## src/sld_cfg.svh

```systemverilog
// header: offsets, field positions, reset values and timing counts of the level detector
// assumes a 10 MHz system clock and a 32-bit APB register bus
`ifndef SLD_CFG_SVH
`define SLD_CFG_SVH

`define SLD_ADDR_STATUS      12'h000
`define SLD_ADDR_CONTROL     12'h004
`define SLD_ADDR_IRQ_STATUS  12'h008
`define SLD_ADDR_IRQ_MASK    12'h00C
`define SLD_ADDR_IRQ_ROUTE   12'h010

`define SLD_STAT_UNDER_BIT   2
`define SLD_STAT_VALID_BIT   1
`define SLD_STAT_ENABLE_BIT  0
`define SLD_CTRL_BAND_BIT    3
`define SLD_CTRL_TRIM_HI     2
`define SLD_CTRL_TRIM_LO     0

`define SLD_STATUS_RESET     8'h00
`define SLD_CONTROL_RESET    8'h00
`define SLD_IRQ_ROUTE_RESET  3'h2

`define SLD_CLK_HZ           10000000
`define SLD_MEAS_TIME_US     2000
`define SLD_MEAS_MAX_US      2500
`define SLD_PULSE_MIN_US     875
`define SLD_PULSE_MAX_US     1350
`define SLD_MEAS_CYCLES      ((`SLD_MEAS_TIME_US * (`SLD_CLK_HZ / 1000000)))
`define SLD_PULSE_CYCLES     ((`SLD_PULSE_MIN_US * (`SLD_CLK_HZ / 1000000)))

`endif

```

## src/sld_pkg.sv

```systemverilog
// package: types shared by the level detector files
// assumes the cfg header supplies all numbers
package sld_pkg;

  typedef struct packed {
    logic [11:0] paddr;
    logic        psel;
    logic        penable;
    logic        pwrite;
    logic [31:0] pwdata;
  } sld_apb_req_type;

  typedef struct packed {
    logic [31:0] prdata;
    logic        pready;
    logic        pslverr;
  } sld_apb_rsp_type;

  typedef enum logic [1:0] {
    SLD_OFF    = 2'b00,
    SLD_SETTLE = 2'b01,
    SLD_ACTIVE = 2'b10
  } sld_phase_type;

  typedef struct packed {
    logic       bandSelect;
    logic [2:0] trim;
  } sld_setting_type;

endpackage

```

## src/sld_dip_filter.sv

```systemverilog
// dip filter: passes the comparator level only after it has held steady
// assumes the comparator input is synchronous to clk_sys
`timescale 1ns/1ps
`include "sld_cfg.svh"

module sld_dip_filter #(
  parameter int unsigned HOLD_CYCLES = `SLD_PULSE_CYCLES
) (
  input  wire logic clk_sys,
  input  wire logic rst_n,
  input  wire logic run,
  input  wire logic rawLevel,
  output logic      filtLevel
);

  typedef struct packed {
    logic        level;
    logic [15:0] count;
  } sld_filt_state_type;

  sld_filt_state_type state_reg;
  sld_filt_state_type state_next;

  always_comb
  begin
    state_next = state_reg;
    if (!run)
    begin
      state_next.level = 1'b0;
      state_next.count = 16'h0000;
    end
    else if (rawLevel == state_reg.level)
    begin
      state_next.count = 16'h0000;
    end
    else if (state_reg.count >= 16'(HOLD_CYCLES - 1))
    begin
      state_next.level = rawLevel;
      state_next.count = 16'h0000;
    end
    else
    begin
      state_next.count = state_reg.count + 16'h0001;
    end
  end

  always_ff @(posedge clk_sys or negedge rst_n)
  begin
    if (!rst_n)
      state_reg <= '0;
    else
      state_reg <= state_next;
  end

  assign filtLevel = state_reg.level;

endmodule // sld_dip_filter

```

## src/sld_level_detector.sv

```systemverilog
// level detector: APB registers, settling timer, edge interrupt, trim output
// assumes the analog comparator answers belowThreshold synchronously to clk_sys
//
// Local design decisions: the APB interface to the registers and the address map.
`timescale 1ns/1ps
`include "sld_cfg.svh"

////////////////////////////////////////////////////////////////////////////////
// What this block does
// - detector runs only while enable is one
// - enable starts timer; valid after measurement time
// - after valid, while enabled, undervoltage requests interrupt
// - one interrupt per undervoltage rising edge
// - status: result bit2, valid bit1, enable bit0
// - control: band bit3, trim bits 2..0
// - trim 000 highest, 111 lowest threshold
// - band zero low range, one high
// - low supply irq defaults to position two
// - dips shorter than minimum width ignored
// - timings scale with the system clock
module sld_level_detector #(
  parameter int unsigned MEAS_CYCLES  = `SLD_MEAS_CYCLES,
  parameter int unsigned PULSE_CYCLES = `SLD_PULSE_CYCLES
) (
  input  wire logic                    clk_sys,
  input  wire logic                    rst_n,
  input  wire sld_pkg::sld_apb_req_type apbReq,
  output sld_pkg::sld_apb_rsp_type     apbRsp,
  input  wire logic                    belowThreshold,
  output logic                         detectorPowerOn,
  output sld_pkg::sld_setting_type     thresholdSetting,
  output logic                         lowSupplyIrq,
  output logic [7:0]                   midIrqVector
);

  ////////////////////////////////////////////////////////////////////////////
  // state

  typedef struct packed {
    sld_pkg::sld_phase_type phase;
    logic [15:0]            timer;
    logic                   monitorEnable;
    logic                   resultValid;
    logic                   underPrev;
    logic                   bandSelect;
    logic [2:0]             trim;
    logic                   irqStatus;
    logic                   irqMask;
    logic [2:0]             irqRoute;
    logic [31:0]            prdata;
  } sld_state_type;

  sld_state_type state_reg;
  sld_state_type state_next;

  logic underFiltered;
  logic underFlag;
  logic accessPhase;
  logic writeHit;
  logic readHit;
  logic [7:0] statusByte;
  logic [7:0] controlByte;

  function automatic logic addrKnown(input logic [11:0] addr);
    addrKnown = (addr == `SLD_ADDR_STATUS) || (addr == `SLD_ADDR_CONTROL) ||
                (addr == `SLD_ADDR_IRQ_STATUS) || (addr == `SLD_ADDR_IRQ_MASK) ||
                (addr == `SLD_ADDR_IRQ_ROUTE);
  endfunction

  ////////////////////////////////////////////////////////////////////////////
  // dip filter

  sld_dip_filter #(
    .HOLD_CYCLES (PULSE_CYCLES)
  ) u_filter (
    .clk_sys   (clk_sys),
    .rst_n     (rst_n),
    .run       (state_reg.monitorEnable),
    .rawLevel  (belowThreshold),
    .filtLevel (underFiltered)
  );

  ////////////////////////////////////////////////////////////////////////////
  // register views

  assign underFlag = underFiltered & state_reg.resultValid;

  always_comb
  begin
    statusByte = `SLD_STATUS_RESET;
    statusByte[`SLD_STAT_UNDER_BIT]  = underFlag;
    statusByte[`SLD_STAT_VALID_BIT]  = state_reg.resultValid;
    statusByte[`SLD_STAT_ENABLE_BIT] = state_reg.monitorEnable;
    controlByte = `SLD_CONTROL_RESET;
    controlByte[`SLD_CTRL_BAND_BIT] = state_reg.bandSelect;
    controlByte[`SLD_CTRL_TRIM_HI:`SLD_CTRL_TRIM_LO] = state_reg.trim;
  end

  assign accessPhase = apbReq.psel & apbReq.penable;
  assign writeHit    = accessPhase & apbReq.pwrite;
  assign readHit     = apbReq.psel & ~apbReq.penable & ~apbReq.pwrite;

  ////////////////////////////////////////////////////////////////////////////
  // next state

  always_comb
  begin
    logic edgeEvent;
    edgeEvent  = 1'b0;
    state_next = state_reg;

    // control writes
    if (writeHit)
    begin
      unique case (apbReq.paddr)
        `SLD_ADDR_STATUS:
          state_next.monitorEnable = apbReq.pwdata[`SLD_STAT_ENABLE_BIT];
        `SLD_ADDR_CONTROL:
        begin
          state_next.bandSelect = apbReq.pwdata[`SLD_CTRL_BAND_BIT];
          state_next.trim = apbReq.pwdata[`SLD_CTRL_TRIM_HI:`SLD_CTRL_TRIM_LO];
        end
        `SLD_ADDR_IRQ_STATUS:
          if (apbReq.pwdata[0])
            state_next.irqStatus = 1'b0;
        `SLD_ADDR_IRQ_MASK:
          state_next.irqMask = apbReq.pwdata[0];
        `SLD_ADDR_IRQ_ROUTE:
          state_next.irqRoute = apbReq.pwdata[2:0];
        default:
          state_next.irqRoute = state_reg.irqRoute;
      endcase
    end

    // measurement sequence
    unique case (state_reg.phase)
      sld_pkg::SLD_OFF:
      begin
        state_next.timer       = 16'h0000;
        state_next.resultValid = 1'b0;
        if (state_next.monitorEnable)
          state_next.phase = sld_pkg::SLD_SETTLE;
      end
      sld_pkg::SLD_SETTLE:
      begin
        if (!state_next.monitorEnable)
        begin
          state_next.phase = sld_pkg::SLD_OFF;
          state_next.timer = 16'h0000;
        end
        else if (state_reg.timer >= 16'(MEAS_CYCLES - 1))
        begin
          state_next.phase       = sld_pkg::SLD_ACTIVE;
          state_next.resultValid = 1'b1;
        end
        else
          state_next.timer = state_reg.timer + 16'h0001;
      end
      sld_pkg::SLD_ACTIVE:
      begin
        if (!state_next.monitorEnable)
        begin
          state_next.phase       = sld_pkg::SLD_OFF;
          state_next.resultValid = 1'b0;
          state_next.timer       = 16'h0000;
        end
      end
      default:
        state_next.phase = sld_pkg::SLD_OFF;
    endcase

    // edge interrupt; set wins over clear
    state_next.underPrev = underFlag;
    edgeEvent = underFlag & ~state_reg.underPrev & state_reg.monitorEnable;
    if (edgeEvent)
      state_next.irqStatus = 1'b1;

    // read data captured in setup phase
    if (readHit)
    begin
      unique case (apbReq.paddr)
        `SLD_ADDR_STATUS:     state_next.prdata = {24'h000000, statusByte};
        `SLD_ADDR_CONTROL:    state_next.prdata = {24'h000000, controlByte};
        `SLD_ADDR_IRQ_STATUS: state_next.prdata = {31'h0, state_reg.irqStatus};
        `SLD_ADDR_IRQ_MASK:   state_next.prdata = {31'h0, state_reg.irqMask};
        `SLD_ADDR_IRQ_ROUTE:  state_next.prdata = {29'h0, state_reg.irqRoute};
        default:              state_next.prdata = 32'h00000000;
      endcase
    end
  end

  ////////////////////////////////////////////////////////////////////////////
  // registers

  always_ff @(posedge clk_sys or negedge rst_n)
  begin
    if (!rst_n)
    begin
      state_reg          <= '0;
      state_reg.phase    <= sld_pkg::SLD_OFF;
      state_reg.irqRoute <= `SLD_IRQ_ROUTE_RESET;
    end
    else
      state_reg <= state_next;
  end

  ////////////////////////////////////////////////////////////////////////////
  // outputs

  assign apbRsp.prdata  = state_reg.prdata;
  assign apbRsp.pready  = 1'b1;
  assign apbRsp.pslverr = accessPhase & ~addrKnown(apbReq.paddr);

  assign detectorPowerOn              = state_reg.monitorEnable;
  assign thresholdSetting.bandSelect  = state_reg.bandSelect;
  assign thresholdSetting.trim        = state_reg.trim;
  assign lowSupplyIrq                 = state_reg.irqStatus & state_reg.irqMask;

  always_comb
  begin
    midIrqVector = 8'h00;
    midIrqVector[state_reg.irqRoute] = lowSupplyIrq;
  end

endmodule // sld_level_detector

```

## config.mk

```make
export PLATFORM = sky130hd
export DESIGN_NAME = sld_level_detector
export DESIGN_NICKNAME = d
export VERILOG_FILES = /design/src/sld_pkg.sv /design/src/sld_dip_filter.sv /design/src/sld_level_detector.sv
export VERILOG_INCLUDE_DIRS = /design/src /design/src/src
export SDC_FILE = /design/constraint.sdc
export NUM_CORES = 1
export LEC_CHECK = 0
export BUFFER_PORTS_ARGS = -buffer_cell sky130_fd_sc_hd__buf_2
export CAP_MARGIN = 20
export CORE_MARGIN = 5
export CORE_UTILIZATION = 46
export DETAILED_ROUTE_END_ITERATION = 7
export GPL_TIMING_DRIVEN = 0
export PLACE_DENSITY_LB_ADDON = 0.15
export RECOVER_POWER = 25
export SYNTH_ARGS = -nofsm -noshare
export SYNTH_HDL_FRONTEND = slang
export SYNTH_SLANG_ARGS = --single-unit
```

## constraint.sdc

```tcl
create_clock -name clk_sys -period 2 [get_ports clk_sys]
set_input_delay 0 -clock clk_sys [delete_from_list [all_inputs] [get_ports clk_sys]]
set_output_delay 0 -clock clk_sys [all_outputs]
set_load 0.05 [all_outputs]
```

Word level (Yosys, flattened, before mapping)
Index checks and enable logic that the tools add are counted.
{"block": "classes", "eq_ne": 15, "order_cmp": 4, "n_div": 0, "addsub": 2, "reduce_logical": 19, "shifts": 0, "mul": 0, "muxes": 27, "bitwise_logic": 14}
{"op": "two-way mux 16 bit", "n": 3}
{"op": "one-hot mux 16 bit (3 select lines)", "n": 1}
{"op": "two-way mux 18 bit", "n": 2}
{"op": "adder 16 x 1 -> 16 bit, second input constant", "n": 2}
{"op": "== test 12 x 4 -> 1 bit, second input constant", "n": 2}
{"op": "one-hot mux 4 bit (5 select lines)", "n": 1}
{"op": "two-way mux 17 bit", "n": 1}
{"op": "greater-or-equal comparator 16 x 14 -> 1 bit, second input constant", "n": 1}
{"op": "greater-or-equal comparator 16 x 15 -> 1 bit, second input constant", "n": 1}
{"op": "== test 12 x 3 -> 1 bit, second input constant", "n": 1}
{"op": "== test 12 x 5 -> 1 bit, second input constant", "n": 1}
{"op": "logical NOT 12 bit", "n": 1}
{"op": "two-way mux 1 bit", "n": 12}
{"op": "!= test 2 bit, second input constant", "n": 5}
{"op": "AND 1 bit", "n": 9}
{"op": "AND reduction 3 bit", "n": 3}
{"op": "AND 8 bit", "n": 1}
{"op": "AND reduction 2 bit", "n": 4}
{"op": "!= test 3 bit, second input constant", "n": 2}
{"op": "one-hot mux 2 bit (3 select lines)", "n": 1}
{"op": "nonzero test 2 bit", "n": 3}
{"op": "two-way mux 5 bit", "n": 1}
{"op": "logical OR 1 bit", "n": 4}
{"op": "< comparator 3 x 4 -> 1 bit, second input constant", "n": 1}
{"op": "14 further kinds", "n": 18}
{"block": "word_totals", "latchBits": 0, "out_inout_bits": 48, "rom_bits": 0, "ff_bits": 79, "memories": 0, "inputBits": 50, "ram_bits": 0}

Longest topological paths before layout
{"block": "logic_depth", "word_depth": 7, "mapped_depth": 9, "mapped_depth_nobuf": 8}

Hierarchy
Synthesis repeated with hierarchy kept, for this count alone.
{"block": "hier_totals", "hier_cells": 338, "area_unflattened_um2": 3163.0}
{"module": "sld_level_detector", "area_per_inst_um2": 2326.0, "cells_per_inst": 253, "n_inst": 1}
{"module": "sld_dip_filter", "area_per_inst_um2": 837.1, "cells_per_inst": 85, "n_inst": 1}

Least setup slack after synthesis
No wires, ideal clock.
{"block": "synth_timing", "kind": "input to register", "startpoint": "input apbReq[44] (netlist bit)", "endpoint": "register state_reg[46] (netlist bit)", "arrival_time_ps": 2121, "path_slack_ps": -245, "path_buffers": 0, "setup_time_ps": 124, "required_ps": 1876, "stages": 7, "cell_sequence": "or4_4 nor4_4 mux2i_2 inv_2 a21oi_1 nor2_1 a211o_1"}
{"element": "start, declared", "line": "sld_level_detector.sv:27", "source": "input wire sld_pkg::sld_apb_req_type apbReq,"}
{"element": "end signal, assigned", "line": "sld_level_detector.sv:204", "source": "state_reg <= state_next;"}
{"element": "end, declared", "line": "sld_level_detector.sv:53", "source": "sld_state_type state_reg;"}

==> implementation parameters <==
Parameter                              Value

Pwr
  Switching power    0.554 mW
  Switching share of total power    0.268
  VDD IR max    0.528 mV
  Design internal power    1.52 mW
  Sequential share of power    0.506
  Combinational fraction of design power    0.155
  Power consumption    2.07 mW
  Share of total power in the clock network    0.338
  Static Leak    1.92 nW
  Power per unit of standard cell area    528 nW/µm²

Setup path
  Capture instance of the worst register-to-register path    u_filter.state_reg[11]
  Peak fanout along the critical path    5
  Worst Setup End Kind    register
  Req. time, crit path    2240 ps
  Minimum setup slack among reg-to-reg paths    -10 ps
  Startpoint of the worst-slack reg-to-reg timing path    u_filter.state_reg[1]
  Timing endpoint of the critical path    u_filter.state_reg[11]
  Number of cells on the worst reg-to-reg path    9
  Arrival time worst endpoint    2250 ps
  Startpoint Class    register
  Critical path class    reg2reg
  Crit. Startpoint    u_filter.state_reg[1]

Finish
  Inserted Diodes    0
  Post-route cell area    3920 µm²
  Share of final-layout standard cells stronger than drive strength 1    0.380
  Top library cells by usage in the layout, fill and taps aside    50 x buf_4, 50 x dfrtp_1, 39 x buf_2
  Fillers    562
  Synth-to-Final Area Change    32.5%
  Number of flip-flops under the largest register name    25
  Post-layout instance count excluding filler cells    485
  Post-layout net count    461

Die
  I/O pin total    98
  Effective utilization at floorplan    0.469
  Floorplan row count    29
  Core Box Area    6310 µm²
  Die H    90.2 µm
  Total Die Area    8140 µm²
  Horizontal die dimension    90.2 µm

Synthesis
  Number of warnings printed during yosys synthesis    0
  Mapped cell area    2960 µm²
  Synth unique cells    51
  Fraction of the yosys area taken by sequential cells    0.432
  Number of synthesized flops with an enable pin    0
  Gate count after technology mapping    306
  Avg Inst Size Synth    9.67 µm²
  #FFs+latches synth    51
  Top flip-flop cell by instance count after synthesis    dfrtp_1
  Async SR Flop Fraction    1.00

Detailed routing
  Count of TritonRoute iterations in the first routing pass    4
  Via-to-Cell Ratio    5.04
  Routed vias    2445
  Detailed Route WL    6510 µm
  Total DRC errors in the routed layout    0
  Post-DR wirelength/cell    13.4 µm
  Initial DRC count    102
  Remaining antenna violation count after routing    0

CTS
  Buffer levels on the longest clock path    2
  Clock Pin Slew Worst Setup and Hold Paths    90 ps
  CTS Root Buffer Type    clkbuf_8
  TritonCTS clock tree    yes
  CTS H-tree depth    2
  Clock Sinks    51
  Worst-Skew Late Latency    300 ps
  Cts bufs inserted    5

Worst hold path
  Hold Path Class    in2reg
  Number of cells traversed by the worst hold path    2

Global routing
  Gr usage total    0.150
  Vias in the first global route    2219
  Initial antenna violation count    0
  Maximum number of pins on one net before global-route repair    32
  Wire length of the first global-routing pass    10300 µm
  Aggregate global routing overflow    0

Place
  Routability Congestion    0.848
  Cell total after placement    453
  Dpl cell area    3430 µm²
  Port Buffers    40
  Half-perimeter wire length of the detailed placement result    4480 µm

STA
  Final hold violations    0
  Shortest period the worst path allows    2010 ps
  Max-slew violations    0
  Measured slew at the worst slew-check pin    832 ps
  Unrepaired setup endpoints after global routing    true
  Achievable clock frequency    496 MHz
  Largest clock skew in the final design    8.54 ps
  Worst Slack Setup Final    -14.9 ps
  Final setup violation count    7
  Period utilization    1.01
  Remaining max-slew budget at the tightest pin    0.445

Run status
  Status    complete, but fails checks
  Violated checks    negative setup slack

Run
  # Max-Cap Violations    0
==> how the worst min path moves through the flow <==
stage | startpoint | endpoint | slack [ps]
2_1_floorplan | rst_n | apbRsp[2] | -300
5_1_grt | apbReq[0] | state_reg[32] | 20
3_3_place_gp | apbReq[3] | thresholdSetting[3] | 230
3_5_place_dp | rst_n | state_reg[48] | 110
6_report | apbReq[0] | state_reg[32] | 20
4_1_cts | apbReq[0] | state_reg[32] | 9
==> cells in the mapped netlist, types with 2 or more instances <==
master / number / area [µm²]
a21oi_1: 7 / 35.0
mux2_2: 8 / 90.1
a222oi_1: 2 / 20.0
nor3_1: 13 / 65.1
xnor2_1: 3 / 26.3
nand2_1: 20 / 75.1
nand3_1: 12 / 60.1
o2111ai_1: 4 / 35.0
o21ai_0: 6 / 30.0
conb_1: 2 / 7.51
nand4b_1: 2 / 17.5
and4_1: 3 / 26.3
and3_1: 6 / 37.5
nor3b_1: 3 / 22.5
nand2b_1: 12 / 75.1
inv_1: 11 / 41.3
buf_4: 38 / 285
nor2_1: 33 / 124
mux2i_1: 9 / 90.1
nor4_1: 3 / 18.8
or4_4: 2 / 22.5
ha_1: 4 / 50.1
a21o_1: 2 / 15.0
nand4_1: 7 / 43.8
and2_1: 5 / 31.3
xor2_1: 9 / 78.8
o211ai_1: 4 / 30.0
a22o_1: 3 / 26.3
a211o_1: 2 / 17.5
dfrtp_1: 50 / 1250
==> what timing repair did <==
action                                  4_1_cts  5_1_grt
endpoints found under the setup margin       24       31
setup buffers                                 9        7
pin swaps                                     7       15
gates cloned                                  3        0
hold buffers                                  5        0
hold endpoints to repair                     36        0
resized for setup                            12       34
==> worst max-delay path, stage by stage (launching register included) <==
cell,delay [ps]
dfrtp_1,380
inv_2,70
ha_2,170
nand2b_4,140
a31oi_4,170
o21ai_2,90
a2111oi_4,400
o2111ai_2,200
clkbuf_8,220
nor2_2,100
==> per-layer routing <==
| metal | GRT usage | up-vias | share of wire |
|---|---|---|---|
| met5 | 0 | - | 0 |
| met4 | 0.0496 | 0 | 0.016 |
| met3 | 0.0543 | 9 | 0.068 |
| met2 | 0.249 | 68 | 0.48 |
| met1 | 0.180 | 1148 | 0.43 |
| li1 | - | 1220 | - |
==> cells by family after synthesis <==
logic type,synth area share
buf+inv,0.115
flops,0.432
compound gates,0.0951
mux,0.0731
simple gates,0.226
xor+xnor,0.0355
fa+ha+maj,0.0216
other cells,0.00254
==> power groups by stage <==
stage	sequential [mW]	clock [mW]	combinational, mW
CTS	1.05	0.723	0.317
global route	1.05	0.763	0.341
floorplan	1.07	0	0.239
finish	1.05	0.700	0.321
detailed placement	1.07	0	0.308
global placement	1.07	0	0.300
==> stage by stage <==
step	setup WS [ps]	hold WS [ps]	utilization	TNS (ps)
global placement	-448	234	0.539	-7490
finish	-14.9	15.4	0.621	-51.7
floorplan	-123	-296	-	-1280
detailed placement	-475	107	0.544	-8100
CTS	2.38	8.66	0.591	0
global route	-96.2	20.7	0.621	-1530
==> area by class of cell <==
class / count / area [µm²] / share of cell area
Inverter: 12 / 47.5 / 0.0121
Sequential cell: 51 / 1280 / 0.326
Clock buffer: 7 / 76.3 / 0.0195
Tap cell: 77 / 96.3 / 0.0246
Multi-Input combinational cell: 233 / 1650 / 0.420
Timing Repair Buffer: 64 / 440 / 0.112
Clock inverter: 1 / 30.0 / 0.00766
Buffer: 40 / 308 / 0.0785
Power figures use the tool's default switching activity.
